## config.mk

```make
export PLATFORM = sky130hd
export DESIGN_NAME = fps_supervisor
export DESIGN_NICKNAME = d
export VERILOG_FILES = /design/src/fps_pkg.sv /design/src/fps_pulse_counter.sv /design/src/fps_supervisor.sv
export VERILOG_INCLUDE_DIRS = /design/src /design/src/src
export SDC_FILE = /design/constraint.sdc
export NUM_CORES = 1
export LEC_CHECK = 0
export ABC_AREA = 1
export ABC_CLOCK_PERIOD_IN_PS = 7530
export BUFFER_PORTS_ARGS = -buffer_cell sky130_fd_sc_hd__buf_2
export CAP_MARGIN = 20
export CORE_ASPECT_RATIO = 2
export CORE_MARGIN = 2
export CORE_UTILIZATION = 35
export CTS_CLUSTER_DIAMETER = 200
export DETAILED_ROUTE_END_ITERATION = 12
export GPL_TIMING_DRIVEN = 0
export SYNTH_ARGS = -nofsm -noshare
export SYNTH_HDL_FRONTEND = slang
export SYNTH_SLANG_ARGS = --single-unit
```

## constraint.sdc

```tcl
create_clock -name clock_i -period 7.53 [get_ports clock_i]
set_clock_uncertainty 0.1 [all_clocks]
set_input_delay 1.1295 -clock clock_i [delete_from_list [all_inputs] [get_ports clock_i]]
set_output_delay 1.1295 -clock clock_i [all_outputs]
set_load 0.05 [all_outputs]
```

## src/fps_defines.svh

```systemverilog
// Timing constants and fixed settings of the fault protection supervisor
`ifndef FPS_DEFINES_SVH
`define FPS_DEFINES_SVH

`define FPS_CLK_MHZ          200
`define FPS_LIMIT_LONG_NS    2000
`define FPS_LIMIT_SHORT_NS   1000
`define FPS_P13_CHECK_NS     10000
`define FPS_RESTART_MS       1500
`define FPS_LIMIT_LONG_CYC   ((`FPS_LIMIT_LONG_NS * `FPS_CLK_MHZ) / 1000)
`define FPS_LIMIT_SHORT_CYC  ((`FPS_LIMIT_SHORT_NS * `FPS_CLK_MHZ) / 1000)
`define FPS_P13_CHECK_CYC    ((`FPS_P13_CHECK_NS * `FPS_CLK_MHZ) / 1000)
`define FPS_RESTART_CYC      (`FPS_RESTART_MS * 1000 * `FPS_CLK_MHZ)
`define FPS_PULSE_FAULT_CNT  3

`endif

```

## src/fps_pkg.sv

```systemverilog
// Types shared by the fault protection supervisor
package fps_pkg;
	typedef enum logic [2:0] {
		FPS_ST_OFF     = 3'b000,
		FPS_ST_SETTLE  = 3'b001,
		FPS_ST_RUN     = 3'b011,
		FPS_ST_RESTART = 3'b010,
		FPS_ST_DRAIN   = 3'b110
	} fps_state_type;
endpackage : fps_pkg

```

## src/fps_pulse_counter.sv

```systemverilog
// Counter of consecutive low-side pulses that end with a condition present
`timescale 1ns/10ps
module fps_pulse_counter #(
	parameter int unsigned LIMIT = 3
) (
	// Clock and reset
	input  wire logic clock_i,
	input  wire logic rst_i,
	// Pulse events
	input  wire logic clear_i,
	input  wire logic pulse_end_i,
	input  wire logic cond_i,
	// Result
	output logic      trip_o
);
	logic [3:0] count_r;

	always_ff @(posedge clock_i or posedge rst_i) begin
		if (rst_i) begin
			count_r <= 4'h0;
		end else if (clear_i) begin
			count_r <= 4'h0;
		end else if (pulse_end_i) begin
			if (!cond_i) begin
				count_r <= 4'h0;
			end else if (count_r < 4'(LIMIT)) begin
				count_r <= count_r + 4'h1;
			end
		end
	end

	always_ff @(posedge clock_i or posedge rst_i) begin
		if (rst_i) begin
			trip_o <= 1'b0;
		end else begin
			trip_o <= !clear_i && pulse_end_i && cond_i && (count_r == 4'(LIMIT - 1));
		end
	end
endmodule : fps_pulse_counter

```

## src/fps_supervisor.sv

```systemverilog
// Fault supervision of a flyback controller: shutdown, thermal and pin faults
//
// What this block does
// - Reference below power-good ends switching, lockout cycle
// - Held-low reference keeps repeating lockout, no switching
// - Over-temperature forces lockout cycles while still hot
// - Pin faults auto-recover; shorts mean to analog ground
// - Reduced variant omits discharge pin over-voltage check
// - First pulse too long with Si select: short
// - GaN select: limit 2 us or 1 us by resistor
// - Three consecutive over-current pulses flag open sense
// - Regulator pin settles before first low-side pulse
// - Regulator pin low after 10 us: lockout, no switching
// - Three consecutive regulator over-voltage pulses: lockout cycle
// - Shorted regulator pin: supply never on, stay disabled
// - Programming pins checked at turn-on for open/short
// - Programming pin fault: no switching, one lockout cycle
`timescale 1ns/10ps
`include "fps_defines.svh"
module fps_supervisor
	import fps_pkg::*;
#(
	parameter int unsigned RESTART_CYC = `FPS_RESTART_CYC,
	parameter bit          HAS_XCD_OVP = 1'b1
) (
	// Clock and reset
	input  wire logic clock_i,
	input  wire logic rst_i,
	// Supply and reference comparators
	input  wire logic supply_on_i,
	input  wire logic supply_off_i,
	input  wire logic ref_good_i,
	input  wire logic over_temp_i,
	// Drive and sense comparators
	input  wire logic low_side_drive_i,
	input  wire logic driver_sel_si_i,
	input  wire logic demag_above_th_i,
	input  wire logic cs_over_ocp_i,
	input  wire logic sensing_regulator_low_i,
	input  wire logic sensing_regulator_ov_i,
	input  wire logic demag_program_pin_open_i,
	input  wire logic demag_program_pin_short_i,
	input  wire logic zero_volt_delay_pin_open_i,
	input  wire logic zero_volt_delay_pin_short_i,
	input  wire logic capacitor_discharge_pin_ov_i,
	// Controls and status
	output logic      switch_enable_o,
	output logic      force_supply_off_o,
	output logic      restart_active_o,
	output logic      cs_short_fault_o,
	output logic      cs_open_fault_o,
	output logic      p13_fault_o,
	output logic      prog_pin_fault_o
);
	fps_state_type state_r;
	logic          pwm_d_r;
	logic          first_r;
	logic          first_seen_r;
	logic [15:0]   on_cnt_r;
	logic [11:0]   settle_cnt_r;
	logic [31:0]   restart_cnt_r;
	logic          cs_open_trip;
	logic          p13_ov_trip;
	logic          pulse_end;
	logic          cs_short_hit;
	logic          lockout_ev;
	logic          delay_ev;
	logic [15:0]   limit_cyc;
	logic          settle_done;
	logic          xcd_ov;

	assign pulse_end = pwm_d_r && !low_side_drive_i;
	assign xcd_ov    = HAS_XCD_OVP && capacitor_discharge_pin_ov_i;

	// Si select uses the long limit; GaN picks by the resistor range
	always_comb begin
		if (driver_sel_si_i || demag_above_th_i) begin
			limit_cyc = 16'(`FPS_LIMIT_LONG_CYC);
		end else begin
			limit_cyc = 16'(`FPS_LIMIT_SHORT_CYC);
		end
	end

	assign settle_done = settle_cnt_r >= 12'(`FPS_P13_CHECK_CYC);
	assign cs_short_hit = (state_r == FPS_ST_RUN) && first_r && low_side_drive_i
		&& (on_cnt_r >= limit_cyc);
	assign delay_ev = cs_short_hit || cs_open_trip;
	assign lockout_ev = ((state_r == FPS_ST_RUN) &&
		(!ref_good_i || over_temp_i || p13_ov_trip || xcd_ov))
		|| ((state_r == FPS_ST_SETTLE) && settle_done &&
		(sensing_regulator_low_i || demag_program_pin_open_i || demag_program_pin_short_i
		|| zero_volt_delay_pin_open_i || zero_volt_delay_pin_short_i
		|| !ref_good_i || over_temp_i));

	// ------------------------------------------------------------
	// Consecutive pulse counters
	// ------------------------------------------------------------
	fps_pulse_counter #(.LIMIT(`FPS_PULSE_FAULT_CNT)) u_cs_open (
		.clock_i     (clock_i),
		.rst_i       (rst_i),
		.clear_i     (state_r != FPS_ST_RUN),
		.pulse_end_i (pulse_end),
		.cond_i      (cs_over_ocp_i),
		.trip_o      (cs_open_trip)
	);

	fps_pulse_counter #(.LIMIT(`FPS_PULSE_FAULT_CNT)) u_p13_ov (
		.clock_i     (clock_i),
		.rst_i       (rst_i),
		.clear_i     (state_r != FPS_ST_RUN),
		.pulse_end_i (pulse_end),
		.cond_i      (sensing_regulator_ov_i),
		.trip_o      (p13_ov_trip)
	);

	// ------------------------------------------------------------
	// Supply cycle state machine
	// ------------------------------------------------------------
	// A shorted regulator pin keeps supply_on low, so OFF is never left
	always_ff @(posedge clock_i or posedge rst_i) begin
		if (rst_i) begin
			state_r <= FPS_ST_OFF;
		end else begin
			unique case (state_r)
				FPS_ST_OFF: begin
					if (supply_on_i) begin
						state_r <= FPS_ST_SETTLE;
					end
				end
				FPS_ST_SETTLE: begin
					if (supply_off_i || lockout_ev) begin
						state_r <= FPS_ST_DRAIN;
					end else if (settle_done) begin
						state_r <= FPS_ST_RUN;
					end
				end
				FPS_ST_RUN: begin
					if (delay_ev) begin
						state_r <= FPS_ST_RESTART;
					end else if (lockout_ev || supply_off_i) begin
						state_r <= FPS_ST_DRAIN;
					end
				end
				FPS_ST_RESTART: begin
					if (restart_cnt_r >= RESTART_CYC && supply_off_i) begin
						state_r <= FPS_ST_OFF;
					end
				end
				FPS_ST_DRAIN: begin
					if (supply_off_i) begin
						state_r <= FPS_ST_OFF;
					end
				end
				default: state_r <= FPS_ST_OFF;
			endcase
		end
	end

	// ------------------------------------------------------------
	// Timers
	// ------------------------------------------------------------
	always_ff @(posedge clock_i or posedge rst_i) begin
		if (rst_i) begin
			settle_cnt_r <= 12'h000;
		end else if (state_r != FPS_ST_SETTLE) begin
			settle_cnt_r <= 12'h000;
		end else if (!settle_done) begin
			settle_cnt_r <= settle_cnt_r + 12'h001;
		end
	end

	always_ff @(posedge clock_i or posedge rst_i) begin
		if (rst_i) begin
			restart_cnt_r <= 32'h0;
		end else if (state_r != FPS_ST_RESTART) begin
			restart_cnt_r <= 32'h0;
		end else if (restart_cnt_r < RESTART_CYC) begin
			restart_cnt_r <= restart_cnt_r + 32'h1;
		end
	end

	// Only the first pulse after each supply startup is timed
	always_ff @(posedge clock_i or posedge rst_i) begin
		if (rst_i) begin
			pwm_d_r      <= 1'b0;
			first_seen_r <= 1'b0;
			first_r      <= 1'b0;
			on_cnt_r     <= 16'h0;
		end else begin
			pwm_d_r <= low_side_drive_i;
			if (state_r != FPS_ST_RUN) begin
				first_seen_r <= 1'b0;
				first_r      <= 1'b0;
				on_cnt_r     <= 16'h0;
			end else if (low_side_drive_i && !pwm_d_r && !first_seen_r) begin
				first_seen_r <= 1'b1;
				first_r      <= 1'b1;
				on_cnt_r     <= 16'h1;
			end else if (pulse_end) begin
				first_r <= 1'b0;
			end else if (first_r && low_side_drive_i && on_cnt_r != 16'hffff) begin
				on_cnt_r <= on_cnt_r + 16'h1;
			end
		end
	end

	// ------------------------------------------------------------
	// Outputs
	// ------------------------------------------------------------
	always_ff @(posedge clock_i or posedge rst_i) begin
		if (rst_i) begin
			switch_enable_o    <= 1'b0;
			force_supply_off_o <= 1'b0;
			restart_active_o   <= 1'b0;
		end else begin
			switch_enable_o    <= (state_r == FPS_ST_RUN) && !delay_ev && !lockout_ev;
			force_supply_off_o <= (state_r == FPS_ST_DRAIN);
			restart_active_o   <= (state_r == FPS_ST_RESTART);
		end
	end

	// Fault flags hold until the next supply start out of OFF
	always_ff @(posedge clock_i or posedge rst_i) begin
		if (rst_i) begin
			cs_short_fault_o <= 1'b0;
			cs_open_fault_o  <= 1'b0;
			p13_fault_o      <= 1'b0;
			prog_pin_fault_o <= 1'b0;
		end else if (state_r == FPS_ST_OFF && supply_on_i) begin
			cs_short_fault_o <= 1'b0;
			cs_open_fault_o  <= 1'b0;
			p13_fault_o      <= 1'b0;
			prog_pin_fault_o <= 1'b0;
		end else begin
			if (cs_short_hit) begin
				cs_short_fault_o <= 1'b1;
			end
			if (cs_open_trip && state_r == FPS_ST_RUN) begin
				cs_open_fault_o <= 1'b1;
			end
			if ((state_r == FPS_ST_RUN && p13_ov_trip) ||
				(state_r == FPS_ST_SETTLE && settle_done && sensing_regulator_low_i)) begin
				p13_fault_o <= 1'b1;
			end
			if (state_r == FPS_ST_SETTLE && settle_done &&
				(demag_program_pin_open_i || demag_program_pin_short_i ||
				zero_volt_delay_pin_open_i || zero_volt_delay_pin_short_i)) begin
				prog_pin_fault_o <= 1'b1;
			end
		end
	end
endmodule : fps_supervisor

```

# Word level (Yosys, flattened, before mapping)
# Index checks and enable logic that the tools add are counted.
# classes
order_cmp	6
addsub	5
n_mux	38
eq_ne	19
n_reduce_logical	62
# ops
op	n
16-bit 2-to-1 mux	4
32-bit 2-to-1 mux	2
32-bit by 1-bit adder with 32-bit output, second input constant	1
32-bit by 29-bit >= comparator with 1-bit output, second input constant	1
32-bit by 29-bit < comparator with 1-bit output, second input constant	1
4-bit 2-to-1 mux	8
1-bit logical AND	24
12-bit 2-to-1 mux	2
3-bit 2-to-1 mux	7
1-bit logical OR	17
16-bit by 1-bit adder with 16-bit output, second input constant	1
16-bit by 9-bit >= comparator with 1-bit output	1
16-bit != test, second input constant	1
3-bit case mux with 5 select lines	1
2-bit nonzero test	7
1-bit 2-to-1 mux	13
12-bit by 1-bit adder with 12-bit output, second input constant	1
12-bit by 11-bit >= comparator with 1-bit output, second input constant	1
3-bit by 2-bit != test with 1-bit output, second input constant	4
9-bit 2-to-1 mux	1
3-bit by 1-bit != test with 1-bit output, second input constant	3
4-bit by 1-bit adder with 4-bit output, second input constant	2
4-bit by 2-bit == test with 1-bit output, second input constant	2
4-bit by 2-bit < comparator with 1-bit output, second input constant	2
11 further kinds	23
# word_totals
word_cells	148
input_bits	17
regBits	83

# Longest topological paths before layout
# logic_depth
word_depth	12
ltp_mapped	16
depth_no_buf	16

# By module
# A second synthesis with hierarchy kept.
# hier_totals
cells_unflattened	653
area_unflattened_um2	4918.5
# by_module_without_submodules
mod	area_each_um2	instances	cells_per_inst
fps_supervisor	4337.9	1	581
fps_pulse_counter	290.3	2	36

# Worst setup path before layout
# No wires, ideal clock.
# synth_timing
path_kind	input-to-reg
startpoint	in demag_above_th_i
endpoint	reg state_r[1]
path_slack_ns	4.970
arrival_time_ns	2.344
path_stages	16
t_required_ns	7.313
n_path_buf	0
path_cell_list	nor2_1 > inv_1 > ha_1 > o21ai_0 > nand2_1 > nand2_1 > nand2_1 > nand2_1 > nand2_1 > nand2_1 > nand2_1 > nand2_1 > nand2_1 > nand2_1 > nand2_1 > nand2_1
# synth_between
elab_chain_cells	7
# synth_rtl
item	line_no	rtl
start, declared	fps_supervisor.sv:37	input wire logic demag_above_th_i,
1-bit logical OR *	fps_supervisor.sv:77	if (driver_sel_si_i || demag_above_th_i) begin
9-bit 2-to-1 mux *	fps_supervisor.sv:77	
16-bit by 9-bit >= comparator with 1-bit output *	fps_supervisor.sv:86	&& (on_cnt_r >= limit_cyc);
1-bit logical AND *	fps_supervisor.sv:86	
1-bit logical OR *	fps_supervisor.sv:87	assign delay_ev = cs_short_hit || cs_open_trip;
3-bit by 2-bit != test with 1-bit output (no source line) / 3-bit 2-to-1 mux (equally long branches)	n/a	
5-bit AND reduction (no source line) / 3-bit case mux with 5 select lines (equally long branches)	n/a	
end signal, assigned	fps_supervisor.sv:122	state_r <= FPS_ST_OFF;
end signal, assigned	fps_supervisor.sv:127	state_r <= FPS_ST_SETTLE;
end signal, assigned	fps_supervisor.sv:132	state_r <= FPS_ST_DRAIN;
end, declared	fps_supervisor.sv:55	fps_state_type state_r;
# Mark *: on every way between the ends. The rest lies on a longest branch, timed or not.
# A chain may end at the register's enable or synchronous reset.

# Final worst setup path
# Same ends and word-level chain as after synthesis.

==> results.cfg <==
[floorplan]
die_w_um = 87.5
fp.dieArea_um2 = 15000
io_pins = 24
core_um2 = 13700
die_h_um = 171
initial_utilization = 0.355
num_rows = 61

[cts]
cts_tree = built
cts_made_buffers = 9
clockRootBuffer = clkbuf_16
cts_setup_buffers = 0
cts.sinks = 83
cts_resized = 0
h-tree-depth = 3
clk_pin_slew_ns = 0.06
ctsHoldBuffers = 0
clk_path_buf_depth = 2
insertion_delay_ns = 0.35

[global_route]
overflow = 0
antenna_found_initial = 0
track_usage = 0.162
grt_max_degree = 57
grt_pass1_vias = 4047
grt_pass1_wl_mm = 19.4

[sta]
fmax_mhz = 390
fin_crit_sh = 0.340
relSlewSlack = 0.554
finalWorstPathRequiredPeriod_ns = 2.56
hold_viol_final = 0
tns_ns = 0
drv_slew = 0
rsz0062_at_grt = no
worst_pin_slew_ns = 0.665
finalSetupViolCount = 0
whs_ns = 0.369

[detailed_routing]
routed.top_layer = met4
met1Wirelength_mm = 5.54
drt-pass1-iter-count = 4
wl_met3_um = 418
drt_first_iter_violations = 308
vias = 4324
wl_mm = 11.2
drc_errors = 0
route.met2.wl_mm = 5.12
vias_per_cell = 5.07
wl_per_cell_um = 13.2
drtAntennaViolNets = 0

[setup_path]
endpoint_kind = flip-flop
crit_type = in -> reg
cp_max_fo = 4
arrival_ns = 2.70
cp.required_ns = 7.67
startpoint_type = input port

[cells_and_area]
synthToLayoutAreaGrowth_pct = 13.5
finalInstanceArea_um2 = 5540
diodes = 0
drive_above_1_share = 0.105
final_cells = 853
final_nets = 719

[placed_design]
placed_area_um2 = 5220
routabilityCongestion = 0.855
hpwlAfterDp_mm = 8.33
port_buffers = 23
dp.cells = 837

[synth]
synth_area_um2 = 4880
synthArstFlopShare = 1.00
synth_area_per_cell_um2 = 7.44
yosysMostFrequentCell = nand2_1
seq_area_frac_synth = 0.426
synth_area_leaders = dfrtp_1 (43%), nand2_1 (11%), inv_1 (7.5%)
syn-num-nets = 684
ys.flop_type = dfrtp_1
ys.warnings.count = 0
synth_top_area_frac = 0.426
ys_seq_elements = 83
synth_edf_count = 0
yosys.area.top_type = dfrtp_1
ys_types = 44
synthesis.instances = 656
ys_top_cells_by_count = nand2_1 (144), inv_1 (98), nor2_1 (87)

[power_and_ir_drop]
intPower_uw = 829
p_switching_uw = 388
power.density_nw_per_um2 = 220
ir_worst_vdd_mv = 0.138
switching_share = 0.319
combPwrFrac = 0.207
leakagePower_nw = 2.50
seqPwrFrac = 0.403
power_frac_clock = 0.390
total_power_mw = 1.22

[job]
drv_cap = 0

[outcome]
status = complete, no violations

[worst_hold_path]
min_path_type = reg -> reg
path summary, 6_finish.rpt:
| check | start | to | slack, ns | cells past startpoint |
|---|---|---|---|---|
| hold / removal | u_p13_ov.count_r[3] | u_p13_ov.count_r[3] | 0.37 | 2 |
| min in group asynchronous | rst_i | restart_cnt_r[26] | 0.67 | 2 |
| setup / recovery | demag_above_th_i | state_r[1] | 4.97 | 17 |
| setup reg to reg | restart_cnt_r[12] | restart_cnt_r[25] | 5.43 | 9 |
| hold reg to reg | u_p13_ov.count_r[3] | u_p13_ov.count_r[3] | 0.37 | 2 |
| max in group asynchronous | rst_i | prog_pin_fault_o | 6.07 | 3 |
cells in the final DEF, fill, tap and decap left out, drive strengths merged, types with 14 or more instances in the layout:
cell	synthesis	layout
xor2	14	14
inv	101	101
nor2	89	89
nand2	150	150
a21oi	23	23
nor3	27	27
nand4	27	27
dfrtp	83	83
o21ai	49	49
nand3	41	41
buf	8	32
power by group through the flow:
stage | clock network (mW) | registers, mW | logic [mW]
after floorplan | 0 | 0.511 | 0.172
after global placement | 0 | 0.498 | 0.246
after detailed placement | 0 | 0.498 | 0.254
after CTS | 0.485 | 0.490 | 0.255
after global routing | 0.508 | 0.492 | 0.287
final | 0.475 | 0.490 | 0.252
routing by layer:
metal / vias to the layer above / GRT usage
met3: 10 / 0.0357
li1: 2206 / -
met5: - / 0
met2: 80 / 0.238
met1: 2028 / 0.237
met4: 0 / 0.0475
per-stage QoR:
stage | utilization | setup slack (ns)
finish | 0.403 | 4.97
detailed placement | 0.380 | 4.58
global placement | 0.378 | 3.00
global route | 0.403 | 4.67
CTS | 0.403 | 4.94
floorplan | - | 4.16
layout make-up:
| type | count | area [um^2] |
|---|---|---|
| clock buffer | 9 | 225 |
| tap | 157 | 196 |
| multi-input combinational | 460 | 2350 |
| fill | 1439 | 8200 |
| buffer | 12 | 77.6 |
| inverter | 101 | 382 |
| clock inverter | 7 | 92.6 |
| timing repair buffer | 24 | 143 |
| sequential | 83 | 2080 |
cells by family (layout without fill, tap and decap cells):
group	Yosys count	in the layout	synth area share
buffers and inverters	113	153	0.0936
DFF	83	83	0.426
and+or+nand+nor	345	345	0.321
adders and majority gates	11	11	0.0282
AOI/OAI and AO/OA	89	89	0.105
xor gates and xnor gates	15	15	0.0269
sequential cells by signal (all words and copies together), names as in the netlist, 3 cells and up:
signal	cells
restart_cnt_r	32
on_cnt_r	16
settle_cnt_r	12
u_cs_open.count_r	4
u_p13_ov.count_r	4
state_r	3
critical path, stage by stage:
cell	delay, ns
buf_2	0.09
nor2_1	0.19
inv_1	0.09
ha_1	0.29
o21ai_0	0.08
nand2_1	0.07
nand2_1	0.04
nand2_1	0.05
nand2_1	0.05
nand2_1	0.07
nand2_1	0.07
nand2_1	0.11
nand2_1	0.07
nand2_1	0.13
nand2_1	0.07
nand2_1	0.06
nand2_1	0.05
Power figures use the tool's default switching activity.
